==> config.mk <==
export PLATFORM = sky130hd
export DESIGN_NAME = blc_bank
export DESIGN_NICKNAME = d
export VERILOG_FILES = /design/src/hw/blc_pkg.sv /design/src/hw/blc_bank.sv
export SDC_FILE = /design/constraint.sdc
export NUM_CORES = 1
export LEC_CHECK = 0
export ABC_AREA = 1
export BUFFER_PORTS_ARGS = -buffer_cell sky130_fd_sc_hd__buf_4
export CAP_MARGIN = 20
export CORE_MARGIN = 5
export CORE_UTILIZATION = 50
export CTS_CLUSTER_SIZE = 28
export DETAILED_ROUTE_END_ITERATION = 16
export PLACE_DENSITY = 0.83
export SLEW_MARGIN = 40
export SYNTH_ARGS = -nofsm -noshare
export SYNTH_HDL_FRONTEND = slang
export SYNTH_SLANG_ARGS = --single-unit
==> constraint.sdc <==
create_clock -name clk_i -period 7.7 [get_ports clk_i]
set_clock_uncertainty 0.2 [all_clocks]
set_input_delay 0.77 -clock clk_i [delete_from_list [all_inputs] [get_ports clk_i]]
set_output_delay 0.77 -clock clk_i [all_outputs]
set_load 0.02 [all_outputs]
==> src/hw/blc_pkg.sv <==
// Package of offsets, fields and reset values for the backlight config bank
package blc_pkg;
    // ------------------------------------------------------------
    // Register offsets
    // ------------------------------------------------------------
    localparam logic [7:0] OFS_LOCKOUT_PWM  = 8'ha3;
    localparam logic [7:0] OFS_RES_FAULT_HR = 8'ha4;
    // ------------------------------------------------------------
    // Field positions, lockout_and_pwm_mode_config
    // ------------------------------------------------------------
    localparam int LOCKOUT_LSB   = 6;
    localparam int PHASE_BIT     = 5;
    localparam int FREQ_LSB      = 0;
    // ------------------------------------------------------------
    // Field positions, resolution_fault_headroom_config
    // ------------------------------------------------------------
    localparam int RESOL_LSB     = 6;
    localparam int CURRES_BIT    = 5;
    localparam int FAULT_LSB     = 3;
    localparam int HEADROOM_LSB  = 0;
    // ------------------------------------------------------------
    // Reset values
    // ------------------------------------------------------------
    localparam logic [7:0] RST_LOCKOUT_PWM  = 8'h00;
    localparam logic [7:0] RST_RES_FAULT_HR = 8'h00;
    // ------------------------------------------------------------
    // Decoded levels in millivolts
    // ------------------------------------------------------------
    localparam logic [12:0] HEADROOM_STEP_MV = 13'h007d;
    localparam logic [12:0] FAULT_BASE_MV    = 13'h08fc;
    localparam logic [12:0] FAULT_STEP_MV    = 13'h03e8;
endpackage

==> src/hw/blc_bank.sv <==
// Two configuration registers with decoded setting outputs
// Functional notes
// RULE1 - Phase-shift bit set selects shifted PWM
// RULE2 - Phase-shift bit clear selects normal PWM
// RULE3 - Frequency code is 5-bit RW field
// RULE4 - Current-resistor bit picks external resistor source
// RULE5 - Fault threshold codes 2.3V to 5.3V
// RULE6 - Headroom 125 mV steps, 125 to 1000
// RULE7 - Adaptive boost regulates to Vf plus headroom
// RULE8 - Lockout code 00 off, else 2.7/6/9V
`timescale 1ns/1ps
module blc_bank (
    // Clock and reset
    input  wire logic        clk_i,
    input  wire logic        reset_i,
    // Register port
    input  wire logic [7:0]  addr_i,
    input  wire logic [7:0]  wdata_i,
    input  wire logic        wr_i,
    input  wire logic        rd_i,
    output logic      [7:0]  rdata_o,
    // Decoded settings
    output logic      [1:0]  input_lockout_level_o,
    output logic             lockout_enable_o,
    output logic             phase_shift_dimming_enable_o,
    output logic      [4:0]  output_frequency_code_o,
    output logic      [1:0]  pwm_resolution_o,
    output logic             current_resistor_enable_o,
    output logic      [1:0]  string_fault_threshold_o,
    output logic      [12:0] fault_level_mv_o,
    output logic      [2:0]  sink_headroom_select_o,
    output logic      [12:0] headroom_mv_o
);
    // ------------------------------------------------------------
    // State
    // ------------------------------------------------------------
    typedef struct packed {
        logic [7:0]  cfg_a;
        logic [7:0]  cfg_b;
        logic [7:0]  rdata;
        logic [12:0] fault_mv;
        logic [12:0] head_mv;
        logic        lock_en;
    } blc_state_t;

    blc_state_t st_ff;
    blc_state_t nxt_st;

    // Headroom above saturation; adaptive boost adds this to max Vf
    function automatic logic [12:0] head_mv(input logic [2:0] c);
        head_mv = blc_pkg::HEADROOM_STEP_MV * ({10'h000, c} + 13'h0001);
    endfunction

    function automatic logic [12:0] fault_mv(input logic [1:0] c);
        fault_mv = blc_pkg::FAULT_BASE_MV
                 + blc_pkg::FAULT_STEP_MV * {11'h000, c};
    endfunction

    always_comb begin
        nxt_st       = st_ff;
        nxt_st.rdata = 8'h00;
        if (wr_i && addr_i == blc_pkg::OFS_LOCKOUT_PWM) begin
            nxt_st.cfg_a = wdata_i; // RULE1 RULE2 RULE3 RULE8
        end
        if (wr_i && addr_i == blc_pkg::OFS_RES_FAULT_HR) begin
            nxt_st.cfg_b = wdata_i; // RULE4 RULE5 RULE6
        end
        // Unmapped reads return zero
        if (rd_i) begin
            unique case (addr_i)
                blc_pkg::OFS_LOCKOUT_PWM:  nxt_st.rdata = st_ff.cfg_a;
                blc_pkg::OFS_RES_FAULT_HR: nxt_st.rdata = st_ff.cfg_b;
                default:                   nxt_st.rdata = 8'h00;
            endcase
        end
        nxt_st.fault_mv = fault_mv(nxt_st.cfg_b[blc_pkg::FAULT_LSB +: 2]);
        nxt_st.head_mv  = head_mv(nxt_st.cfg_b[blc_pkg::HEADROOM_LSB +: 3]); // RULE7
        nxt_st.lock_en  = |nxt_st.cfg_a[blc_pkg::LOCKOUT_LSB +: 2]; // RULE8
    end

    always_ff @(posedge clk_i) begin
        if (reset_i) begin
            st_ff          <= '0;
            st_ff.cfg_a    <= blc_pkg::RST_LOCKOUT_PWM;
            st_ff.cfg_b    <= blc_pkg::RST_RES_FAULT_HR;
            st_ff.fault_mv <= blc_pkg::FAULT_BASE_MV;
            st_ff.head_mv  <= blc_pkg::HEADROOM_STEP_MV;
        end else begin
            st_ff <= nxt_st;
        end
    end

    // ------------------------------------------------------------
    // Outputs, all straight from the state flops
    // ------------------------------------------------------------
    assign rdata_o                 = st_ff.rdata;
    assign input_lockout_level_o   = st_ff.cfg_a[blc_pkg::LOCKOUT_LSB +: 2];
    assign lockout_enable_o        = st_ff.lock_en;
    assign phase_shift_dimming_enable_o = st_ff.cfg_a[blc_pkg::PHASE_BIT];
    assign output_frequency_code_o = st_ff.cfg_a[blc_pkg::FREQ_LSB +: 5];
    assign pwm_resolution_o        = st_ff.cfg_b[blc_pkg::RESOL_LSB +: 2];
    assign current_resistor_enable_o = st_ff.cfg_b[blc_pkg::CURRES_BIT];
    assign string_fault_threshold_o = st_ff.cfg_b[blc_pkg::FAULT_LSB +: 2];
    assign fault_level_mv_o        = st_ff.fault_mv;
    assign sink_headroom_select_o  = st_ff.cfg_b[blc_pkg::HEADROOM_LSB +: 3];
    assign headroom_mv_o           = st_ff.head_mv;
endmodule // blc_bank

[Word level (Yosys, flattened, before mapping)]
Index checks and enable logic that the tools add are counted.
W data, S select, Z words.
Word-level totals
  flip-flop bits (word level): 51
  logic and storage cells: 22
Operators by class
  add/sub/neg operators: 2
  multiply operators: 2
  eq/ne operators: 2
  muxes and demuxes: 3
  bitwise gates (word level): 1
  reductions and logical operators: 4
Operators with widths (number)
  $eq A8 B8 Y1 const B: 2
  $pmux W8 S2: 1
  $add A12 B12 Y13 const A: 1
  $mul A7 B4 Y11 const A: 1
  $mul A7 B2 Y9 const A: 1
  $mux W8: 1
  $mux W5: 1
  $add A3 B1 Y4 const B: 1
  $reduce_or A2 Y1: 2
  $logic_and A1 B1 Y1: 2
  $not A1 Y1: 1

[Longest topological paths before layout]
Gate-level depths: netlist (run 1).
  depth in word-level cells: 5
  depth in mapped cells: 26
  depth with buffers taken out: 25

[Worst setup path after synthesis (run 1)]
OpenSTA, ideal clock, no wires.
  path kind: input to register
  start point: input port addr_i[7]
  end point: register st_ff, in the netlist headroom_mv_o[10]
  arrival time: 3.966 ns
  required time: 7.385 ns
  slack: 3.419 ns
  stages on the path: 23
  path buffers: 0
  cells stage by stage: nand2_1 inv_1 nand2_1 nor2_4 nand3_4 nand2_2 inv_1 ha_1 xnor2_2 fa_1 inv_1 fa_1 inv_1 ha_1 nand3_1 nand3_1 nand2_1 inv_1 nand3_1 nand2_1 inv_1 a21oi_1 nor2_1
RTL lines
  start: declaration: RTL line blc_bank.sv:17  | input wire logic [7:0] addr_i,
  end signal: assignment: RTL line blc_bank.sv:89  | st_ff <= nxt_st;
  end: declaration: RTL line blc_bank.sv:46  | blc_state_t st_ff;

==> summary.md, run 1 <==
| Metric | Value |
|---|---|
| CP Max Fanout | `11` |
| Largest net degree at the start of global routing | `20` |
| Via count | `1,744` |
| Most used DFF post-synth | `dfxtp_1` |
| DIE WIDTH | `approximately 75 um` |
| Worst r2r dst | `headroom_mv_o[10]$_SDFF_PP0_` |
| Synth-to-layout area growth | `27.2%` |
| I/O pin count | `71` |
| H-tree depth | `2` |
| Synthesized flop and latch total | `43` |
| Commonest cells after routing, fill and taps aside | `buf_4, nand2_1, inv_1, dfxtp_1, nor2_1` |
| Setup TNS | `0 ns` |
| DP HPWL | `3.52 mm` |
| Critical Path Start Type | `primary input` |
| Status | `completed` |
| TritonCTS clock tree | `built` |
| Yosys top cell by area | `dfxtp_1` |
| Cell depth of the worst flop-to-flop path | `21` |
| Crit Path Category | `primary input to flip-flop` |
| Critical Path Max Stage Delay | `0.59 ns` |
| Fin crit share | `0.592` |
| Hold depth | `2` |
| Layout cell share with drive strength beyond 1 | `0.288` |
| CTS max path bufs | `2` |
| Row count | `23` |
| Max Cap Viol | `0` |
| Worst path most repeated cell | `inv_1` |
| RSZ-0062 raised after global routing | `false` |
| CTS clock-pin slew for the worst setup and hold paths | `0.08 ns` |
| Number of CTS-inserted buffers | `5` |
| # DRC | `0` |
| Antenna violations before repair | `0` |
| Pre-CTS WS | `~2.9 ns` |
| Hold Path End | `rdata_o[2]$_SDFF_PP0_` |
| Die height | `about 75 um` |
| Post-synth top area share | `0.413` |
| Nets@finish | `355` |
| Worst EP arrival | `4.56 ns` |
| Register area | `approximately 860 sq um` |
| Ranking of synthesized cells by area | `dfxtp_1, ha_1, nand2_1` |
| Fillers | `339` |
| Worst Hold Class | `flip-flop to flip-flop` |
| Clk_lat worst skew | `0.30 ns` |
| Final core utilization | `0.658` |
| Wire length per cell | `12.6 um` |
| Post-synth EDFFs | `0` |
| Commonest non-fill, non-tap cell in the layout | `buf_4` |
| Endpoints failing hold | `0` |
| DRT antenna net count | `0` |
| Power density cells | `157 nW/um^2` |
| Synth Warn # | `0` |
| Port Buffers | `63` |
| Hold_sp | `output_frequency_code_o[2]$_SDFFE_PP0P_` |
| Fmax | `approximately 220 MHz` |
| Mean area per synthesized cell | `8.34 sq um` |
| Cts hold-fix bufs | `0` |
| Endpoint class of the critical path | `flip-flop` |
| WL final | `between 4 and 5 mm` |
| Drt via density | `slightly below 5` |
| Post-CTS sizing | `0` |
| Initial DRC count | `118` |
| Area of the multi-input gates | `985 sq um` |
| GR Util All Layers | `0.175` |
| Tmin final | `4.56 ns` |
| Worst setup margin | `roughly 3.1 ns` |
| Final Slew Violations | `0` |
| Clock Tree Root | `clkbuf_8` |
| FF-to-FF setup slack | `3.96 ns` |
| Die area | `5560 sq um` |
| RR Startpoint | `sink_headroom_select_o[0]$_SDFF_PP0_` |
| Post-CTS Setup Inserts | `0` |
| Antenna fix cells | `0` |
| Peak supply drop | `between 70 and 80 uV` |
| Register area share after synthesis | `0.413` |
| Starting density of the core | `0.518` |
| Number of global-route vias before repair | `1,698` |
| Setup Viol. Count Final | `0` |
| GP Congestion | `approximately 0.77` |
| Worst Path Required | `7.70 ns` |
| Synth Cell Area | `2090 sq um` |
| Lkg Pwr | `~1.3 nW` |
| Post-synthesis instance total | `250` |
| Async set-reset flop share out of synthesis | `0` |
| First-pass GRT wire length | `about 7.4 mm` |
| Gr ovfl total | `0` |
| Number of distinct library cells after synthesis | `31` |
| Worst path slowest cell | `fa_1` |
| Core Region | `4030 sq um` |
| Sink Count | `43` |
| Pre-antenna DRT Iters | `4` |
-- per-stage QoR --
stage               instance area, sq um  std cells  total power [W]  hold slack, ns
floorplan                           2100        255         0.000244           0.346
finish                              2650        362         0.000417           0.282
CTS                                 2650        362         0.000420           0.285
global placement                    2540        355         0.000252           0.271
global route                        2650        362         0.000432           0.321
detailed placement                  2540        355         0.000252           0.274
-- how the worst max path moves through the flow --
| stage | to | startpoint | cells after the start |
|---|---|---|---|
| 3_5_place_dp | headroom_mv_o[10]$_SDFF_PP0_ | addr_i[6] | 26 |
| 3_3_place_gp | headroom_mv_o[10]$_SDFF_PP0_ | addr_i[6] | 26 |
| 4_1_cts | headroom_mv_o[10]$_SDFF_PP0_ | addr_i[0] | 26 |
| 5_1_grt | headroom_mv_o[10]$_SDFF_PP0_ | addr_i[6] | 26 |
| 2_1_floorplan | headroom_mv_o[10]$_SDFF_PP0_ | addr_i[7] | 23 |
| 6_report | headroom_mv_o[10]$_SDFF_PP0_ | addr_i[0] | 26 |
-- logic make-up after synthesis --
group,synth area share
AOI/OAI and AO/OA,0.0900
adders and majority gates,0.156
buffers and inverters,0.127
and+or+nand+nor,0.199
DFF,0.413
xor gates and xnor gates,0.0120
other,0.00360
-- report_power, final --
group	total (W)	internal, W	switching (W)
Combinational	0.0000242	0.00000962	0.0000146
Sequential	0.000223	0.000223	0.000000296
Clock	0.000169	0.0000950	0.0000743
-- synth_stat cells, types with 5 or more instances --
cell type / count
nand2_1: 49
inv_1: 44
dfxtp_1: 43
nor2_1: 19
a21oi_1: 18
ha_1: 18
buf_4: 8
o21ai_0: 7
or2_2: 7
fa_1: 5
nand3_1: 5
-- flip-flops by register name, indices dropped and copies added (netlist names) --
signal	cells
current_resistor_enable_o	1
fault_level_mv_o	8
headroom_mv_o	11
input_lockout_level_o	2
lockout_enable_o	1
output_frequency_code_o	5
phase_shift_dimming_enable_o	1
pwm_resolution_o	2
rdata_o	8
sink_headroom_select_o	3
string_fault_threshold_o	1
-- layout make-up --
| class | instances | area share |
|---|---|---|
| multi-input combinational | 154 | 0.371 |
| sequential | 43 | 0.325 |
| timing repair buffer | 63 | 0.178 |
| inverter | 45 | 0.0637 |
| clock buffer | 6 | 0.0274 |
| tap | 50 | 0.0236 |
| clock inverter | 1 | 0.0113 |
-- critical path, delay by kind of cell --
| family | cells | cell delay [ns] |
|---|---|---|
| simple gates | 12 | 0.97 |
| xor+xnor | 1 | 0.21 |
| compound gates | 1 | 0.22 |
| buf+inv | 8 | 0.74 |
| fa+ha+maj | 4 | 1.63 |
-- per-layer routing --
| layer | routed length, um | vias up | part of all wire | track usage |
|---|---|---|---|---|
| li1 | - | 870 | - | - |
| met3 | 356 | 7 | 0.078 | 0.0446 |
| met5 | 0 | - | 0 | 0 |
| met2 | 2420 | 56 | 0.53 | 0.317 |
| met4 | 84 | 0 | 0.018 | 0.0771 |
| met1 | 1710 | 811 | 0.37 | 0.190 |
Power figures use the tool's default switching activity.
==> run 2, diff against run 1 <==
--- a/config.mk
+++ b/config.mk
@@ -5,14 +5,14 @@
 export SDC_FILE = /design/constraint.sdc
 export NUM_CORES = 1
 export LEC_CHECK = 0
-export ABC_AREA = 1
+export ABC_AREA = 0
 export BUFFER_PORTS_ARGS = -buffer_cell sky130_fd_sc_hd__buf_4
 export CAP_MARGIN = 20
 export CORE_MARGIN = 5
-export CORE_UTILIZATION = 50
+export CORE_UTILIZATION = 49
 export CTS_CLUSTER_SIZE = 28
 export DETAILED_ROUTE_END_ITERATION = 16
-export PLACE_DENSITY = 0.83
+export PLACE_DENSITY = 0.82
 export SLEW_MARGIN = 40
 export SYNTH_ARGS = -nofsm -noshare
 export SYNTH_HDL_FRONTEND = slang
==> constraint.sdc (replaced) <==
create_clock -name clk_i -period 4.4 [get_ports clk_i]
set_clock_uncertainty 0.2 [all_clocks]
set_input_delay 0.44 -clock clk_i [delete_from_list [all_inputs] [get_ports clk_i]]
set_output_delay 0.44 -clock clk_i [all_outputs]
set_load 0.02 [all_outputs]
==> run 2 against run 1 <==
Effect of this change:
- power up 65%
- utilization up 2.4 points
- worst setup slack worse by 2.9 ns
- largest power group unchanged
- flip-flop and latch count unchanged
- synthesized cell count down 18%
- clock-buffer cell count down 1
- area after synthesis down 4.1%
- sequential power up 75%
- first-iteration DRC count up 5.9%
- critical path depth down 11
- design area up 2.2%
- die area down 1.8%
==> summary.md, run 2 <==
| Metric | Value |
|---|---|
| Clk_lat worst skew | `0.30 ns (about the same)` |
| Async set-reset flop share out of synthesis | `0 (unchanged)` |
| CTS clock-pin slew for the worst setup and hold paths | `0.08 ns (about the same)` |
| H-tree depth | `2 (unchanged)` |
| Die area | `5460 sq um (-1.8%)` |
| RSZ-0062 raised after global routing | `false` |
| I/O pin count | `71 (unchanged)` |
| Initial DRC count | `125 (+5.9%)` |
| Tmin final | `approximately 4.2 ns` |
| Fin crit share | `0.954` |
| Cell Area, Placed | `2620 sq um (+2.8%)` |
| DP HPWL | `3.60 mm (+2.1%)` |
| GR Util All Layers | `0.180 (+0.00552)` |
| GP Congestion | `0.869 (+13%)` |
| Register area share after synthesis | `0.430 (+0.0176)` |
| Design Area, Final | `2710 sq um (+2.2%)` |
| Number of global-route vias before repair | `1,636 (-3.7%)` |
| CP Max Fanout | `4 (-7)` |
| Most used DFF post-synth | `dfxtp_1` |
| Sink Count | `43 (unchanged)` |
| Cts hold-fix bufs | `0 (unchanged)` |
| Endpoints failing hold | `0 (unchanged)` |
| DIE WIDTH | `73.9 um (-0.92%)` |
| Max Cap Viol | `0 (unchanged)` |
| Post-synth top area share | `0.430 (+0.0176)` |
| Pre-antenna DRT Iters | `4 (unchanged)` |
| Die height | `73.9 um (-0.92%)` |
| Mean area per synthesized cell | `9.71 sq um (+16%)` |
| Slew margin rel. | `0.639` |
| Top-count cell post-synth | `dfxtp_1` |
| Post-Place Cells | `322 (-9.3%)` |
| Port Buffers | `63 (unchanged)` |
| Register area | `861 sq um (unchanged)` |
| Post-synthesis instance total | `206 (-18%)` |
| Core Region | `3970 sq um (-1.4%)` |
| Drt via density | `4.99 (+3.7%)` |
| Overall Power | `0.000689 W (+65%)` |
| CTS max path bufs | `2 (unchanged)` |
| Largest net degree at the start of global routing | `35 (+75%)` |
| Yosys top cell by area | `dfxtp_1` |
| Commonest cells after routing, fill and taps aside | `buf_4, dfxtp_1, nor2_1, ha_1, inv_1` |
| Post-synth EDFFs | `0 (unchanged)` |
| Wire length per cell | `14.1 um (+12%)` |
| Power density cells | `254 nW/um^2 (+62%)` |
| Antenna fix cells | `0 (unchanged)` |
| Number of distinct library cells after synthesis | `40 (+29%)` |
| Synth Warn # | `0 (unchanged)` |
| Gr ovfl total | `0 (unchanged)` |
| Worst slew pin tran | `0.537 ns` |
| Status | `completed` |
| First-pass GRT wire length | `7.58 mm (+2.7%)` |
| Peak supply drop | `132 uV (+83%)` |
| Endpoint class of the critical path | `flip-flop` |
| Synth-to-layout area growth | `35.5%` |
| Antenna violations before repair | `0 (unchanged)` |
| Synth top cells by count | `dfxtp_1, ha_1, nor2_1, inv_1` |
| Layout cell share with drive strength beyond 1 | `0.379 (+0.0901)` |
| Worst Hold Class | `primary input to flip-flop` |
| Fin cells | `330 (-8.8%)` |
| Worst EP arrival | `4.19 ns (-0.37 ns)` |
| Crit Path Category | `primary input to flip-flop` |
| Commonest non-fill, non-tap cell in the layout | `buf_4` |
| Synth Cell Area | `2000 sq um (-4.1%)` |
| Clock Tree Root | `clkbuf_8` |
| Row count | `23 (unchanged)` |
| Worst Path Required | `4.39 ns (-3.31 ns)` |
| Fmax | `238 MHz` |
| Number of CTS-inserted buffers | `5 (unchanged)` |
| Via count | `1,648 (-5.5%)` |
| DRT antenna net count | `0 (unchanged)` |
| Post-CTS Setup Inserts | `0 (unchanged)` |
| Synthesized flop and latch total | `43 (unchanged)` |
| Starting density of the core | `0.504 (-0.0139)` |
| Final Slew Violations | `0 (unchanged)` |
| Area of the multi-input gates | `1050 sq um (+7.1%)` |
| Lkg Pwr | `1.23 nW (-8.5%)` |
| TritonCTS clock tree | `built` |
| Max reg flops | `11 (unchanged)` |
| Ranking of synthesized cells by area | `dfxtp_1, ha_1, fa_1` |
| WL final | `4.66 mm (+1.9%)` |
| Setup Viol. Count Final | `0 (unchanged)` |
| Post-CTS sizing | `0 (unchanged)` |
| # DRC | `0 (unchanged)` |
| Critical Path Start Type | `primary input` |
| Fillers | `314 (-7.4%)` |
| Nets@finish | `322 (-9.3%)` |
==> run 2: cell count changes in the layout (fill, tap and decap cells not counted), moves of 3 or more <==
cell and change:
nand2_1 -36, mux2i_1 +3, nand2b_1 +5, o21ai_0 -6, nor2b_1 +4, a21oi_1 -5, nand3_1 +7, buf_4 +14
a22oi_1 +8, inv_1 -30
==> run 2: final timing paths <==
| kind | start | end | slack, ns | depth (start not counted) |
|---|---|---|---|---|
| max | addr_i[4] | headroom_mv_o[10]$_SDFF_PP0_ | 0.20 | 15 |
| min | wdata_i[4] | output_frequency_code_o[4]$_SDFFE_PP0P_ | 0.20 | 3 |
| max reg2reg | sink_headroom_select_o[1]$_SDFF_PP0_ | headroom_mv_o[10]$_SDFF_PP0_ | 0.98 | 12 |
| min reg2reg | output_frequency_code_o[0]$_SDFFE_PP0P_ | output_frequency_code_o[0]$_SDFFE_PP0P_ | 0.28 | 2 |
==> run 2: metal layers <==
layer | wire, um | GRT usage
met5 | 0 | 0
met3 | 335 | 0.0465
met2 | 2440 | 0.313
met4 | 76 | 0.0684
met1 | 1800 | 0.213
==> run 2: where the power goes <==
group / total, W / internal, W / leakage (nW) / switching, W
Sequential: 0.000390 / 0.000389 / 0.347 / 0.000000313
Clock: 0.000258 / 0.000113 / 0.0443 / 0.000145
Combinational: 0.0000405 / 0.0000174 / 0.837 / 0.0000231
Total: 0.000689 / 0.000520 / 1.23 / 0.000168
==> run 2: metrics by stage <==
stage	TNS [ns]	hold slack [ns]	utilization	setup slack, ns
2_1_floorplan	-0.186	0.344	-	-0.186
3_3_place_gp	-0.0471	0.262	0.659	-0.0471
3_5_place_dp	-0.131	0.270	0.659	-0.131
4_1_cts	0	0.196	0.682	0.194
5_1_grt	0	0.206	0.682	0.0900
6_report	0	0.202	0.682	0.201
==> run 2: area by class of cell <==
cell class                 count  share of cell area
clock buffer                   5              0.0254
clock inverter                 3             0.00923
inverter                      16              0.0222
multi-input combinational    136               0.389
sequential                    43               0.318
tap                           50              0.0231
timing repair buffer          77               0.213
==> run 2: logic make-up (layout without fill, tap and decap cells) <==
family                   count (synthesis)  in the layout  share of synthesized area
adder cells (fa/ha/maj)                 23             23                      0.163
AND/OR/NAND/NOR                         67             67                      0.174
flip-flops                              43             43                      0.430
multiplexers                             6              6                     0.0394
other                                    2              7                    0.00375
buffers and inverters                   32            101                     0.0794
AO/OA/AOI/OAI                           30             30                     0.0969
XOR/XNOR                                 3              3                     0.0131
==> run 2: critical path: stages <==
cell and delay [ns]:
buf_4 0.11, nand4bb_1 0.23, or4b_4 0.62, mux2_2 0.33, ha_4 0.19, xnor2_4 0.13, fa_1 0.56, inv_1 0.05
fa_1 0.49, inv_2 0.05, ha_4 0.21, a211oi_2 0.25, a21o_1 0.16, a22oi_2 0.05, mux2_4 0.30
==> run 3, diff against run 2 <==
==> constraint.sdc (replaced) <==
create_clock -name clk_i -period 4.4 [get_ports clk_i]
set_clock_uncertainty 0.2 [all_clocks]
set_input_delay 0.88 -clock clk_i [delete_from_list [all_inputs] [get_ports clk_i]]
set_output_delay 0.88 -clock clk_i [all_outputs]
set_load 0.02 [all_outputs]
==> run 3 against run 2 <==
Effect of this change:
- the run now ends with negative setup slack left
- routed wire length increased by 3.3%
- combinational power increased by 13%
- non-clock buffer count increased by 10
- flip-flop and latch count unchanged
- cell count increased by 3.0%
- critical endpoint unchanged
==> summary.md, run 3 (synthesis gave the netlist of run 2 again) <==
| Metric | Value |
|---|---|
| Status | `finished with violations` |
| Failing checks | `negative setup slack` |
| I/O pin count | `71 (unchanged)` |
| Crit Path Category | `primary input to flip-flop` |
| Via count | `1,727 (+4.8%)` |
| FF-to-FF setup slack | `1.02 ns (+0.04 ns)` |
| Clk pwr share | `0.364 (-0.011)` |
| # DRC | `0 (unchanged)` |
| Number of global-route vias before repair | `1,642 (+0.37%)` |
| Wire length per cell | `14.1 um (+0.23%)` |
| Largest net degree at the start of global routing | `35 (unchanged)` |
| RR Startpoint | `sink_headroom_select_o[1]$_SDFF_PP0_` |
| DIE WIDTH | `73.9 um (unchanged)` |
| Max reg flops | `11 (unchanged)` |
| Worst EP arrival | `4.55 ns (+0.36 ns)` |
| Starting density of the core | `0.504 (unchanged)` |
| Initial DRC count | `110 (-12%)` |
| WP buf/inv | `3 (unchanged)` |
| Endpoint class of the critical path | `flip-flop` |
| Reg power frac | `0.569 (+0.003)` |
| Part of the power in combinational logic | `0.067 (+0.008)` |
| Levels on crit path | `15 (unchanged)` |
| RSZ-0062 raised after global routing | `true` |
| Tmin final | `4.55 ns (+0.350 ns)` |
| Fin cells | `340 (+3.0%)` |
| Register area | `861 sq um (unchanged)` |
| Endpoints failing hold | `0 (unchanged)` |
| Fmax | `220 MHz (-7.7%)` |
| Row count | `23 (unchanged)` |
| Design Area, Final | `2800 sq um (+3.5%)` |
| Critical Path Start Type | `primary input` |
| Commonest non-fill, non-tap cell in the layout | `buf_4` |
| Setup Viol. Count Final | `1 (+1)` |
| DRT antenna net count | `0 (unchanged)` |
| Sink Count | `43 (unchanged)` |
| Slew margin rel. | `0.576 (-0.0631)` |
| Worst-path cell chain | `buf_6 -> nand4bb_4 -> or4b_4 -> mux2_4 -> ha_4 -> xnor2_4 -> fa_1 -> inv_2 -> fa_1 -> inv_2 -> ha_4 -> a211oi_2 -> a21o_1 -> a22oi_2 -> mux2_4` |
| Hold Path End | `output_frequency_code_o[1]$_SDFFE_PP0P_` |
| Number of CTS-inserted buffers | `5 (unchanged)` |
| Antenna violations before repair | `0 (unchanged)` |
| Commonest cells after routing, fill and taps aside | `buf_4, dfxtp_1, nor2_1, ha_1` |
| Synth-to-layout area growth | `40.2%` |
| Worst r2r dst | `headroom_mv_o[10]$_SDFF_PP0_` |
| Drt via density | `5.08 (+1.7%)` |
| Core Region | `3970 sq um (unchanged)` |
| H-tree depth | `2 (unchanged)` |
| P_sw | `0.000163 W (-2.9%)` |
| Cts hold-fix bufs | `0 (unchanged)` |
| Worst Path Required | `4.40 ns (about the same)` |
| Critical Path Max Stage Delay | `0.58 ns (-0.04 ns)` |
| Fillers | `310 (-1.3%)` |
| CTS max path bufs | `2 (unchanged)` |
| Hold slack final | `0.275 ns (+0.0735 ns)` |
| Gr ovfl total | `0 (unchanged)` |
| Power density cells | `244 nW/um^2 (-3.9%)` |
| GP Congestion | `0.803 (-7.6%)` |
| Final core utilization | `0.706 (+0.0236)` |
| CTS clock-pin slew for the worst setup and hold paths | `0.08 ns (about the same)` |
| Antenna fix cells | `0 (unchanged)` |
| Internal cell power | `0.000521 W (+0.15%)` |
| Final Slew Violations | `0 (unchanged)` |
| WL final | `4.81 mm (+3.3%)` |
| Die height | `73.9 um (unchanged)` |
| First-pass GRT wire length | `7.36 mm (-3.0%)` |
| GR Util All Layers | `0.178 (-0.00262)` |
| Cell depth of the worst flop-to-flop path | `12 (unchanged)` |
| CP Max Fanout | `4 (unchanged)` |
| Worst slew pin tran | `0.631 ns (+0.0939 ns)` |
| CP delay by family, top | `adder cells` |
| Clock Tree Root | `clkbuf_8` |
| Max Cap Viol | `0 (unchanged)` |
| TritonCTS clock tree | `built` |
| Worst Hold Class | `flip-flop to flip-flop` |
| Fin crit share | `1.03 (+0.0796)` |
| Peak supply drop | `193 uV (+47%)` |
| Clk_lat worst skew | `0.30 ns (about the same)` |
| Net Sw Frac | `0.239 (-0.00572)` |
| Port Buffers | `63 (unchanged)` |
| Area of the multi-input gates | `1070 sq um (+1.9%)` |
| Nets@finish | `332 (+3.1%)` |
| Pre-antenna DRT Iters | `4 (unchanged)` |
| Cell Area, Placed | `2650 sq um (+1.4%)` |
| Post-Place Cells | `327 (+1.6%)` |
| Die area | `5460 sq um (unchanged)` |
| Lkg Pwr | `1.28 nW (+4.3%)` |
| Layout cell share with drive strength beyond 1 | `0.407 (+0.0283)` |
| Worst setup margin | `-0.150 ns (-0.350 ns)` |
| Worst path slowest cell | `or4b_4` |
| Hold depth | `2 (-1)` |
| Hold_sp | `output_frequency_code_o[1]$_SDFFE_PP0P_` |
| DP HPWL | `3.73 mm (+3.8%)` |
## run 3: layout make-up
cell class / instances / area share
Clock inverter: 3 / 0.00714
Clock buffer: 5 / 0.0245
Timing Repair Buffer: 87 / 0.234
Tap cell: 50 / 0.0223
Sequential cell: 43 / 0.307
Inverter: 16 / 0.0214
Multi-Input combinational cell: 136 / 0.383
## run 3: metrics by stage
stage          setup TNS, ns  power (W)  setup WS, ns
2_1_floorplan          -1.33   0.000422        -0.626
3_3_place_gp           -1.05   0.000441        -0.477
3_5_place_dp           -1.25   0.000441        -0.561
4_1_cts               -0.152   0.000686        -0.152
5_1_grt               -0.252   0.000710        -0.219
6_report              -0.150   0.000684        -0.150
## run 3: routing by layer
layer | routed length [um] | track usage | up-vias
met1 | 1680 | 0.178 | 825
met5 | 0 | 0 | -
met2 | 2620 | 0.333 | 59
li1 | - | - | 835
met4 | 81 | 0.0765 | 0
met3 | 423 | 0.0561 | 8
## run 3: power by group through the flow
stage | clock (W) | combinational [W] | sequential, W
final | 0.000249 | 0.0000459 | 0.000390
after global routing | 0.000271 | 0.0000492 | 0.000390
after CTS | 0.000251 | 0.0000447 | 0.000390
after detailed placement | 0 | 0.0000422 | 0.000399
after global placement | 0 | 0.0000419 | 0.000399
after floorplan | 0 | 0.0000219 | 0.000400
## run 3: repair_timing
item,in CTS,in global routing
pin swaps,10,1
endpoints found under the setup margin,3,3
resized for setup,3,1
buffers inserted,3,2
## run 3: worst max path at each step
| stage | start | end | slack, ns |
|---|---|---|---|
| after detailed placement | addr_i[4] | headroom_mv_o[10]$_SDFF_PP0_ | -0.56 |
| after global placement | addr_i[4] | headroom_mv_o[10]$_SDFF_PP0_ | -0.48 |
| after global routing | addr_i[1] | headroom_mv_o[10]$_SDFF_PP0_ | -0.22 |
| after floorplan | addr_i[4] | headroom_mv_o[10]$_SDFF_PP0_ | -0.63 |
| final | addr_i[1] | headroom_mv_o[10]$_SDFF_PP0_ | -0.15 |
| after CTS | addr_i[1] | headroom_mv_o[10]$_SDFF_PP0_ | -0.15 |
## run 3: tightest hold or removal path: cells and delay by family (launching register included)
family	cells	cell delay [ns]
DFF	1	0.33
and+or+nand+nor	1	0.05
AOI/OAI and AO/OA	1	0.05
